## src/pkg/lpc_defs.svh

```systemverilog
// Register offsets, reset values, field positions and scale constants of the limiter/PLL/PDM bank.
`ifndef LPC_DEFS_SVH
`define LPC_DEFS_SVH

`define LPC_OFS_PLL_FRAC_LO 8'h0A
`define LPC_OFS_KNEE 8'h0B
`define LPC_OFS_SLOPE 8'h0C
`define LPC_OFS_TRIM 8'h0D
`define LPC_OFS_ATK_HYS 8'h0E
`define LPC_OFS_REL 8'h0F
`define LPC_OFS_INTEG 8'h10
`define LPC_OFS_PDM 8'h11

`define LPC_RST_PLL_FRAC_LO 8'h00
`define LPC_RST_KNEE 8'h8F
`define LPC_RST_SLOPE 8'h80
`define LPC_RST_TRIM 8'hBE
`define LPC_RST_ATK_HYS 8'h08
`define LPC_RST_REL 8'h04
`define LPC_RST_INTEG 8'h00
`define LPC_RST_PDM 8'h01

`define LPC_TRIM_INIT 8'hA9
`define LPC_ATK_INIT_BIT 5
`define LPC_FRAC_MAX 14'h270F

`define LPC_KNEE_MIN 8'h6D
`define LPC_KNEE_MAX 8'hFE
`define LPC_KNEE_STEP_UV 17330
`define LPC_KNEE_BASE_MV 3000
`define LPC_SLOPE_BASE_MVV 1200
`define LPC_SLOPE_STEP_UVV 37300
`define LPC_ATK_BASE_US 20
`define LPC_ATK_STEP_US 350
`define LPC_REL_BASE_MS 50
`define LPC_REL_STEP_MS 105

`define LPC_HYS_0_UV 0
`define LPC_HYS_1_UV 4360
`define LPC_HYS_2_UV 13080
`define LPC_HYS_3_UV 30520
`define LPC_VPT_0_MV 2500
`define LPC_VPT_STEP_MV 200

`endif

```

## src/pkg/lpc_pkg.sv

```systemverilog
// Types shared by the limiter/PLL/PDM configuration bank.
package lpc_pkg;

	typedef enum logic [1:0] {
		LPC_PDM_PLL_DIV8 = 2'h0,
		LPC_PDM_SENSE_CLK = 2'h1,
		LPC_PDM_BIT_CLK = 2'h2,
		LPC_PDM_MASTER_CLK = 2'h3
	} lpc_pdm_src_t;

	typedef struct packed {
		logic wr;
		logic rd;
		logic [7:0] addr;
		logic [7:0] wdata;
	} lpc_req_t;

	typedef struct packed {
		logic [1:0] hysteresis;
		logic [2:0] attack_rate;
		logic [1:0] passthrough_disable_vbat;
		logic [3:0] limiter_release_rate;
		logic [5:0] integration_count;
		logic [1:0] integration_updown_ratio;
		logic [7:0] knee_code;
		logic [7:0] slope_code;
		logic knee_valid;
	} lpc_limiter_cfg_t;

	typedef struct packed {
		logic [15:0] knee_mv;
		logic [15:0] slope_mvv;
		logic [15:0] hysteresis_uv;
		logic [15:0] passthrough_vbat_mv;
		logic [11:0] attack_us_per_db;
		logic [11:0] release_ms_per_db;
		logic [15:0] updown_span;
	} lpc_limiter_scaled_t;

	typedef struct packed {
		lpc_pdm_src_t clock_source;
		logic ch1_rising;
		logic ch2_rising;
	} lpc_pdm_cfg_t;

endpackage

```

## src/design/lpc_limiter_scale.sv

```systemverilog
// Converts limiter register codes into physical magnitudes for the limiter datapath.
`timescale 1ns/1ps
`include "lpc_defs.svh"

module lpc_limiter_scale (
	input wire lpc_pkg::lpc_limiter_cfg_t cfg_i, // Raw limiter codes.
	output lpc_pkg::lpc_limiter_scaled_t scaled_o // Scaled magnitudes.
);

	function automatic logic [15:0] lpc_lin(input logic [31:0] base, input logic [31:0] step,
			input logic [31:0] code, input logic [31:0] div);
		logic [31:0] v;
		v = base + (step * code) / div;
		return v[15:0];
	endfunction

	always_comb begin
		scaled_o = '0;
		if (cfg_i.knee_valid) begin
			scaled_o.knee_mv = lpc_lin(`LPC_KNEE_BASE_MV, `LPC_KNEE_STEP_UV,
				32'(cfg_i.knee_code - `LPC_KNEE_MIN), 1000);
		end
		scaled_o.slope_mvv = lpc_lin(`LPC_SLOPE_BASE_MVV, `LPC_SLOPE_STEP_UVV,
			32'(cfg_i.slope_code), 1000);
		case (cfg_i.hysteresis)
			2'h0: scaled_o.hysteresis_uv = 16'(`LPC_HYS_0_UV);
			2'h1: scaled_o.hysteresis_uv = 16'(`LPC_HYS_1_UV);
			2'h2: scaled_o.hysteresis_uv = 16'(`LPC_HYS_2_UV);
			default: scaled_o.hysteresis_uv = 16'(`LPC_HYS_3_UV);
		endcase
		scaled_o.passthrough_vbat_mv = lpc_lin(`LPC_VPT_0_MV, `LPC_VPT_STEP_MV,
			32'(cfg_i.passthrough_disable_vbat), 1);
		scaled_o.attack_us_per_db = 12'(lpc_lin(`LPC_ATK_BASE_US, `LPC_ATK_STEP_US,
			32'(cfg_i.attack_rate), 1));
		scaled_o.release_ms_per_db = 12'(lpc_lin(`LPC_REL_BASE_MS, `LPC_REL_STEP_MS,
			32'(cfg_i.limiter_release_rate), 1));
		scaled_o.updown_span = 16'h0001 << {cfg_i.integration_updown_ratio, 1'b0};
	end

endmodule

```

## src/design/lpc_limiter_integrator.sv

```systemverilog
// Integration filter that gates limiter gain changes on repeated threshold crossings.
`timescale 1ns/1ps
`include "lpc_defs.svh"

module lpc_limiter_integrator (
	input wire logic ref_clk_i, // Device clock.
	input wire logic sys_rst_i, // Synchronous reset, active high.
	input wire logic sample_i, // One-cycle pulse per output peak sample.
	input wire logic above_i, // Sample exceeded the limit threshold.
	input wire logic [5:0] integration_count_i, // Peaks needed before a trigger.
	input wire logic [15:0] updown_span_i, // Low samples per decrement.
	output logic trigger_o // Registered pulse: start attack or decay.
);

	logic [5:0] level_r, level_nxt;
	logic [15:0] low_r, low_nxt;
	logic trigger_r, trigger_nxt;

	// The down count is slower than the up count for a nonzero ratio so brief dips do not disarm it.
	always_comb begin
		level_nxt = level_r;
		low_nxt = low_r;
		trigger_nxt = 1'b0;
		if (sample_i) begin
			if (above_i) begin
				low_nxt = 16'h0000;
				if (level_r >= integration_count_i) begin
					trigger_nxt = 1'b1;
					level_nxt = 6'h00;
				end else begin
					level_nxt = level_r + 6'h01;
				end
			end else if (low_r + 16'h0001 >= updown_span_i) begin
				low_nxt = 16'h0000;
				if (level_r != 6'h00) begin
					level_nxt = level_r - 6'h01;
				end
			end else begin
				low_nxt = low_r + 16'h0001;
			end
		end
	end

	always_ff @(posedge ref_clk_i) begin
		if (sys_rst_i) begin
			level_r <= 6'h00;
			low_r <= 16'h0000;
			trigger_r <= 1'b0;
		end else begin
			level_r <= level_nxt;
			low_r <= low_nxt;
			trigger_r <= trigger_nxt;
		end
	end

	assign trigger_o = trigger_r;

endmodule

```

## src/design/lpc_config_regs.sv

```systemverilog
// Limiter, PLL fraction and PDM configuration register bank with its decoded outputs.
//
// Function
// - Fraction is six upper bits from elsewhere joined with this byte as LSB.
// - Knee code steps 0.01733 V; 0x6D is 3.00 V, 0xFE is 5.51 V.
// - Slope code zero is 1.2 V/V, plus 0.0373 V/V per step.
// - Hysteresis codes give none, 4.36, 13.08, 30.52 mV before release re-arms.
// - Below selected battery threshold, pass-through is off and boost stays on.
// - Attack rate is 20 us/dB plus 350 us/dB per code.
// - Release rate is 50 ms/dB plus 105 ms/dB per code; reset 0100.
// - Integration count sets peaks above limit needed before a gain change.
// - Count decrements only after four-to-the-ratio low samples.
// - Edge select puts channel 1 on falling (0) or rising (1); channel 2 opposite.
// - Clock source: PLL/8, sense clock, bit clock, master clock; reset 01.
// - Fraction writes take effect only while the PLL is disabled.
// - PLL output is half input times J.D over two to the P.
`timescale 1ns/1ps
`include "lpc_defs.svh"

module lpc_config_regs (
	input wire logic ref_clk_i, // Device clock, 125 MHz.
	input wire logic sys_rst_i, // Synchronous reset, active high.
	input wire lpc_pkg::lpc_req_t req_i, // Register access from the serial control port.
	output logic [7:0] rdata_o, // Registered read data.
	output logic rvalid_o, // Read data valid, one cycle.
	output logic hit_o, // Access addressed this bank (combinational).
	input wire logic pll_enable_i, // PLL enable from the power control register.
	input wire logic [5:0] pll_frac_high_i, // Upper fraction bits held elsewhere.
	output logic [13:0] pll_fraction_o, // Fraction applied to the PLL.
	output logic pll_fraction_invalid_o, // Applied fraction exceeds 9999.
	input wire logic [15:0] vbat_mv_i, // Measured battery voltage in mV.
	output logic passthrough_inhibit_o, // Force boost on, pass-through disabled.
	output lpc_pkg::lpc_limiter_cfg_t limiter_cfg_o, // Raw limiter fields.
	output lpc_pkg::lpc_limiter_scaled_t limiter_scaled_o, // Scaled limiter values.
	input wire logic peak_sample_i, // Output peak sample strobe.
	input wire logic peak_above_i, // Sample above the limit threshold.
	output logic limiter_trigger_o, // Start an attack or decay step.
	output logic [7:0] trim_o, // Reserved trim byte to analog.
	output logic init_trim_bit_o, // Bit 5 of attack/hysteresis register.
	output lpc_pkg::lpc_pdm_cfg_t pdm_cfg_o // PDM clock source and edges.
);

	logic [7:0] frac_lo_r, frac_lo_nxt;
	logic [7:0] knee_r, knee_nxt;
	logic [7:0] slope_r, slope_nxt;
	logic [7:0] trim_r, trim_nxt;
	logic [7:0] atk_r, atk_nxt;
	logic [7:0] rel_r, rel_nxt;
	logic [7:0] integ_r, integ_nxt;
	logic [7:0] pdm_r, pdm_nxt;
	logic [13:0] frac_act_r, frac_act_nxt;
	logic [7:0] rdata_r, rdata_nxt;
	logic rvalid_r, rvalid_nxt;
	logic inhibit_r, inhibit_nxt;
	lpc_pkg::lpc_limiter_cfg_t cfg;
	lpc_pkg::lpc_limiter_scaled_t scaled;

	function automatic logic lpc_decode(input logic [7:0] a);
		return (a >= `LPC_OFS_PLL_FRAC_LO) && (a <= `LPC_OFS_PDM);
	endfunction

	assign hit_o = lpc_decode(req_i.addr);

	// Storage holds whatever the host writes, reserved bits included.
	// Each register is its own group so one write strobe can only ever touch one byte.
	function automatic logic lpc_wr_hit(input lpc_pkg::lpc_req_t r, input logic [7:0] ofs);
		return r.wr && (r.addr == ofs);
	endfunction

	// The stored byte follows the host at once; only the PLL copy further down waits.
	always_comb begin
		frac_lo_nxt = frac_lo_r;
		if (lpc_wr_hit(req_i, `LPC_OFS_PLL_FRAC_LO)) begin
			frac_lo_nxt = req_i.wdata;
		end
	end

	always_ff @(posedge ref_clk_i) begin
		if (sys_rst_i) begin
			frac_lo_r <= `LPC_RST_PLL_FRAC_LO;
		end else begin
			frac_lo_r <= frac_lo_nxt;
		end
	end

	always_comb begin
		knee_nxt = knee_r;
		if (lpc_wr_hit(req_i, `LPC_OFS_KNEE)) begin
			knee_nxt = req_i.wdata;
		end
	end

	always_ff @(posedge ref_clk_i) begin
		if (sys_rst_i) begin
			knee_r <= `LPC_RST_KNEE;
		end else begin
			knee_r <= knee_nxt;
		end
	end

	always_comb begin
		slope_nxt = slope_r;
		if (lpc_wr_hit(req_i, `LPC_OFS_SLOPE)) begin
			slope_nxt = req_i.wdata;
		end
	end

	always_ff @(posedge ref_clk_i) begin
		if (sys_rst_i) begin
			slope_r <= `LPC_RST_SLOPE;
		end else begin
			slope_r <= slope_nxt;
		end
	end

	always_comb begin
		trim_nxt = trim_r;
		if (lpc_wr_hit(req_i, `LPC_OFS_TRIM)) begin
			trim_nxt = req_i.wdata;
		end
	end

	always_ff @(posedge ref_clk_i) begin
		if (sys_rst_i) begin
			trim_r <= `LPC_RST_TRIM;
		end else begin
			trim_r <= trim_nxt;
		end
	end

	// Bit 5 is stored like any other bit; the host is expected to set it at start-up.
	always_comb begin
		atk_nxt = atk_r;
		if (lpc_wr_hit(req_i, `LPC_OFS_ATK_HYS)) begin
			atk_nxt = req_i.wdata;
		end
	end

	always_ff @(posedge ref_clk_i) begin
		if (sys_rst_i) begin
			atk_r <= `LPC_RST_ATK_HYS;
		end else begin
			atk_r <= atk_nxt;
		end
	end

	always_comb begin
		rel_nxt = rel_r;
		if (lpc_wr_hit(req_i, `LPC_OFS_REL)) begin
			rel_nxt = req_i.wdata;
		end
	end

	always_ff @(posedge ref_clk_i) begin
		if (sys_rst_i) begin
			rel_r <= `LPC_RST_REL;
		end else begin
			rel_r <= rel_nxt;
		end
	end

	always_comb begin
		integ_nxt = integ_r;
		if (lpc_wr_hit(req_i, `LPC_OFS_INTEG)) begin
			integ_nxt = req_i.wdata;
		end
	end

	always_ff @(posedge ref_clk_i) begin
		if (sys_rst_i) begin
			integ_r <= `LPC_RST_INTEG;
		end else begin
			integ_r <= integ_nxt;
		end
	end

	always_comb begin
		pdm_nxt = pdm_r;
		if (lpc_wr_hit(req_i, `LPC_OFS_PDM)) begin
			pdm_nxt = req_i.wdata;
		end
	end

	always_ff @(posedge ref_clk_i) begin
		if (sys_rst_i) begin
			pdm_r <= `LPC_RST_PDM;
		end else begin
			pdm_r <= pdm_nxt;
		end
	end

	// Read port answers one cycle after the request.
	always_comb begin
		rvalid_nxt = req_i.rd && hit_o;
		rdata_nxt = 8'h00;
		if (req_i.rd) begin
			case (req_i.addr)
				`LPC_OFS_PLL_FRAC_LO: rdata_nxt = frac_lo_r;
				`LPC_OFS_KNEE: rdata_nxt = knee_r;
				`LPC_OFS_SLOPE: rdata_nxt = slope_r;
				`LPC_OFS_TRIM: rdata_nxt = trim_r;
				`LPC_OFS_ATK_HYS: rdata_nxt = atk_r;
				`LPC_OFS_REL: rdata_nxt = rel_r;
				`LPC_OFS_INTEG: rdata_nxt = integ_r;
				`LPC_OFS_PDM: rdata_nxt = pdm_r;
				default: rdata_nxt = 8'h00;
			endcase
		end
	end

	always_ff @(posedge ref_clk_i) begin
		if (sys_rst_i) begin
			rdata_r <= 8'h00;
			rvalid_r <= 1'b0;
		end else begin
			rdata_r <= rdata_nxt;
			rvalid_r <= rvalid_nxt;
		end
	end

	assign rdata_o = rdata_r;
	assign rvalid_o = rvalid_r;

	// The PLL sees a frozen copy so a half-written fraction never reaches a running loop.
	always_comb begin
		frac_act_nxt = frac_act_r;
		if (!pll_enable_i) begin
			frac_act_nxt = {pll_frac_high_i, frac_lo_r};
		end
	end

	always_ff @(posedge ref_clk_i) begin
		if (sys_rst_i) begin
			frac_act_r <= {6'h00, `LPC_RST_PLL_FRAC_LO};
		end else begin
			frac_act_r <= frac_act_nxt;
		end
	end

	assign pll_fraction_o = frac_act_r;
	assign pll_fraction_invalid_o = frac_act_r > `LPC_FRAC_MAX;

	// Limiter field extraction.
	always_comb begin
		cfg = '0;
		cfg.hysteresis = atk_r[7:6];
		cfg.passthrough_disable_vbat = atk_r[4:3];
		cfg.attack_rate = atk_r[2:0];
		cfg.limiter_release_rate = rel_r[3:0];
		cfg.integration_updown_ratio = integ_r[7:6];
		cfg.integration_count = integ_r[5:0];
		cfg.knee_code = knee_r;
		cfg.slope_code = slope_r;
		cfg.knee_valid = (knee_r >= `LPC_KNEE_MIN) && (knee_r <= `LPC_KNEE_MAX);
	end

	assign limiter_cfg_o = cfg;
	assign trim_o = trim_r;
	assign init_trim_bit_o = atk_r[`LPC_ATK_INIT_BIT];

	lpc_limiter_scale u_scale (
		.cfg_i(cfg),
		.scaled_o(scaled)
	);

	assign limiter_scaled_o = scaled;

	// Registered compare keeps the boost control free of glitches from the ADC word.
	always_comb begin
		inhibit_nxt = vbat_mv_i < scaled.passthrough_vbat_mv;
	end

	always_ff @(posedge ref_clk_i) begin
		if (sys_rst_i) begin
			inhibit_r <= 1'b0;
		end else begin
			inhibit_r <= inhibit_nxt;
		end
	end

	assign passthrough_inhibit_o = inhibit_r;

	lpc_limiter_integrator u_integ (
		.ref_clk_i(ref_clk_i),
		.sys_rst_i(sys_rst_i),
		.sample_i(peak_sample_i),
		.above_i(peak_above_i),
		.integration_count_i(cfg.integration_count),
		.updown_span_i(scaled.updown_span),
		.trigger_o(limiter_trigger_o)
	);

	// Reserved PDM bits are stored but steer nothing.
	always_comb begin
		pdm_cfg_o.clock_source = lpc_pkg::lpc_pdm_src_t'(pdm_r[1:0]);
		pdm_cfg_o.ch1_rising = pdm_r[2];
		pdm_cfg_o.ch2_rising = ~pdm_r[2];
	end

endmodule

```

## config.mk

```make
export PLATFORM = sky130hd
export DESIGN_NAME = lpc_config_regs
export DESIGN_NICKNAME = d
export VERILOG_FILES = /design/src/pkg/lpc_pkg.sv /design/src/design/lpc_limiter_scale.sv /design/src/design/lpc_limiter_integrator.sv /design/src/design/lpc_config_regs.sv
export VERILOG_INCLUDE_DIRS = /design/src /design/src/pkg
export SDC_FILE = /design/constraint.sdc
export NUM_CORES = 1
export LEC_CHECK = 0
export ABC_AREA = 1
export BUFFER_PORTS_ARGS = -buffer_cell sky130_fd_sc_hd__buf_2
export CORE_ASPECT_RATIO = 1.1
export CORE_MARGIN = 2
export CORE_UTILIZATION = 35
export DETAILED_ROUTE_END_ITERATION = 6
export PLACE_DENSITY = 0.52
export SYNTH_ARGS = -nofsm -noshare
export SYNTH_HDL_FRONTEND = slang
export SYNTH_SLANG_ARGS = --single-unit
```

## constraint.sdc

```tcl
create_clock -name ref_clk_i -period 39.9 [get_ports ref_clk_i]
set_input_delay 3.99 -clock ref_clk_i [delete_from_list [all_inputs] [get_ports ref_clk_i]]
set_output_delay 3.99 -clock ref_clk_i [all_outputs]
set_load 0.02 [all_outputs]
```

==> flow_summary_export.csv <==
group,metric,value,unit
run_status,run_status,"complete, no violations",
drt,drt-wirelength-per-cell,13.7,microns
drt,first_iter_violations,1089,
global_route,grt_pass1_vias,22700,
yosys,async_reset_ff_frac,0,
setup_path,critPathBufInv,13,
clock_tree,tritoncts_buffers,9,
placed_design,place.port_buffers,192,
die,floorplan.rows,102,
global_route,globalRoute.totalOverflow,0,
clock_tree,cts_num_sinks,111,
setup_path,critPathRequiredTime,35.91,ns
setup_path,crit_path_max_fanout,17,
placed_design,hpwlAfterDp,58.2,mm
yosys,post_synth.cell_area_avg,6.36,sq um
yosys,postSynthRegisterBits,111,
sta,fin_ws,17.20,ns
setup_path,timing.reg2reg.worst_path_depth,13,
min_path,worstHoldEndpoint,"rel_r[6]$_SDFFE_PP0P_",
layout,layout-area-overhead-vs-synth,6.87,%
clock_tree,cts.htree.levels,3,
min_path,hold_depth,2,
sta,worst_pin_slew,0.972,ns
sta,finalWorstPathRequiredPeriod,22.70,ns
drt,finalWirelength,68.5,mm
die,fp.dieArea,73400,sq um
die,die_width,259,microns
power,sequentialPowerShare,0.122,
layout,finish.utilization,0.378,
sta,setup-tns-final,0,ns
power,leakagePower,14.2,nW
power,clock_power_share,0.105,
yosys,synth_sequential_area_ratio,0.0891,
drt,num_vias,23900,
power,power.density_cell_area,35.3,nW/um^2
sta,clock_skew,0.00693,ns
die,core,70400,sq um
setup_path,timing.critical_path.mode_cell,"nand2_1",
drt,route.antenna.remaining_nets,0,
sta,max_freq,44.1,MHz
setup_path,critical-path-slowest-cell,"dfxtp_1",
power,vdd.ir_drop.worst,0.0000400,V
yosys,post_synth_inst_count,3925,
clock_tree,hold_fix_buffer_count_after_cts,0,
yosys,syn_area,24900,sq um
setup_path,crit_path_start_kind,"register",
sta,holdWs,0.467,ns
setup_path,cp_top_family,"simple AND/OR/NAND/NOR gates",
layout,post_route_cells_drive_above_1_share,0.190,
setup_path,crit_path_dat,18.71,ns
layout,most-common-layout-cells,"881 x nand2_1, 626 x inv_1, 338 x nand3_1",
clock_tree,postCtsSetupBuffers,0,
setup_path,cp_slowest_stage_delay,0.58,ns
drt,detail_route.first_pass.iterations,6,
die,die_height,284,microns
placed_design,worst_setup_slack_after_placement,17.33,ns
power,power.internal,0.395,mW
power,switchingPower,0.546,mW
placed_design,routabilityCongestion,0.862,
clock_tree,clk_slew_on_worst_s_h_paths,0.07,ns
setup_path,regToRegSetupSlack,36.69,ns
min_path,hold_path.startpoint,"rel_r[6]$_SDFFE_PP0P_",
sta,setup_viol_count_final,0,
yosys,ys_dominant_reg_cell,"dfxtp_1",
sta,slew_headroom,0.350,
job,max_cap_viol_count,0,
global_route,grt_pass1_wl,114,mm
layout,nets,4350,
sta,post-route-period-util,0.569,
global_route,initial_antenna_violation_count,2,
clock_tree,cts.path.max_buffers,2,
setup_path,critPathKind,"reg -> out",
clock_tree,root_driver,"clkbuf_16",
layout,mostFrequentLayoutCell,"nand2_1",
min_path,hp-class,"reg -> reg",
die,ios,225,
power,power_switching_share,0.581,
yosys,number_of_distinct_standard_cells_referenced_by_the_synthesized_netlist,82,
clock_tree,post_cts_resize_count,0,
sta,grt_setup_unrepaired,"no",
clock_tree,clk-insertion-delay-late,0.36,ns
global_route,grt_usage,0.184,
global_route,grt_max_degree,77,
drt,drc,0,
setup_path,critical_path.reg2reg.startpoint,"u_integ.low_r[0]$_SDFFE_PP0P_",
yosys,yosysWarnings,0,
setup_path,worstReg2RegEnd,"u_integ.low_r[5]$_SDFFE_PP0P_",
clock_tree,tritoncts,"built",
sta,timing_hold_violations_final,0,
layout,antenna-diode-count,0,
power,fin_total_pwr,0.941,mW
sta,slew_violations,0,
power,comb_power_share,0.773,
yosys,post_synth_edffs,0,
setup_path,end_kind,"output port",
die,initial_core_utilization,0.354,
drt,via_per_inst,4.79,
==> per-layer routing <==
metal / track usage / share of wire / up-vias / wire length (microns)
met1: 0.236 / 0.46 / 10800 / 31700
met3: 0.0119 / 0.028 / 45 / 1920
met2: 0.337 / 0.49 / 329 / 33800
met4: 0.0342 / 0.017 / 0 / 1150
li1: - / - / 12800 / -
met5: 0 / 0 / - / 0
==> registers in the layout (all words and copies together) (netlist names) <==
| signal | cells |
|---|---|
| u_integ.low_r | 16 |
| pll_fraction_o | 14 |
| atk_r | 8 |
| frac_lo_r | 8 |
| integ_r | 8 |
| knee_r | 8 |
| pdm_r | 8 |
| rdata_o | 8 |
| rel_r | 8 |
| slope_r | 8 |
| trim_o | 8 |
| u_integ.level_r | 6 |
| passthrough_inhibit_o | 1 |
| rvalid_o | 1 |
| u_integ.trigger_o | 1 |
==> area by class of cell <==
cell class / instances / area, sq um
timing repair buffer: 198 / 1010
fill: 7903 / 43800
tap: 936 / 1170
clock inverter: 4 / 77.6
sequential: 111 / 2220
clock buffer: 10 / 239
multi-input combinational: 3048 / 19300
inverter: 692 / 2650
==> kinds of logic after synthesis <==
family / after synthesis / share of synthesized area
compound gates: 518 / 0.126
xor+xnor: 153 / 0.0568
fa+ha+maj: 245 / 0.141
buf+inv: 794 / 0.142
flops: 111 / 0.0891
mux: 2 / 0.000903
other cells: 2 / 0.000301
simple gates: 2100 / 0.443
==> how the worst max path moves through the flow <==
stage                            from  slack (ns)                   end  cells after the start
3_5_place_dp   knee_r[0]$_SDFFE_PP1P_       17.33  limiter_scaled_o[88]                    110
6_report       knee_r[0]$_SDFFE_PP1P_       17.20  limiter_scaled_o[88]                    110
2_1_floorplan  knee_r[0]$_SDFFE_PP1P_       20.72  limiter_scaled_o[88]                    116
3_3_place_gp   knee_r[0]$_SDFFE_PP1P_       17.40  limiter_scaled_o[88]                    115
5_1_grt        knee_r[0]$_SDFFE_PP1P_       14.58  limiter_scaled_o[88]                    117
4_1_cts        knee_r[0]$_SDFFE_PP1P_       16.89  limiter_scaled_o[88]                    110
==> metrics by stage <==
stage,cells,instance area (sq um)
finish,4999,26700
global route,4999,26700
CTS,4999,26700
detailed placement,4985,26300
global placement,4985,26300
floorplan,3953,25100
==> power by group through the flow <==
| stage | registers [mW] | clock network (mW) | logic [mW] |
|---|---|---|---|
| after floorplan | 0.118 | 0 | 0.567 |
| after global placement | 0.117 | 0 | 0.731 |
| after detailed placement | 0.117 | 0 | 0.729 |
| after CTS | 0.114 | 0.101 | 0.734 |
| after global routing | 0.115 | 0.105 | 0.832 |
| final | 0.114 | 0.0991 | 0.728 |
==> worst min-delay path: stages (launching register included) <==
cell,delay [ns]
dfxtp_1,0.32
inv_1,0.05
a21oi_1,0.05
==> cell usage after synthesis (11+ instances only) <==
cell        n  area (sq um)
a21oi_1   174           871
xor2_1    119          1040
nand4_1    77           482
nand2_2   173          1080
nor3_1     52           260
nand3_1   338          1690
a21oi_2    14           123
o21ai_2    11          96.3
nand3b_1   18           135
o21ai_1    27           135
dfxtp_1   111          2220
nor2_1    272          1020
nor2_4     23           259
nand2_4   111          1250
ha_1      184          2300
fa_1       61          1220
a31oi_1    18           113
o22ai_1    11          68.8
nand3_4    13           228
a221oi_1   15           131
nand2_1   881          3310
inv_1     627          2350
xnor2_1    26           228
clkbuf_1   24          90.1
o211ai_1   32           240
inv_2      46           173
o21ai_0   155           776
nand3_2    52           521
o21bai_1   16           120
nor2_2     38           238
buf_4      47           353
(Power assumes the default switching activity.)
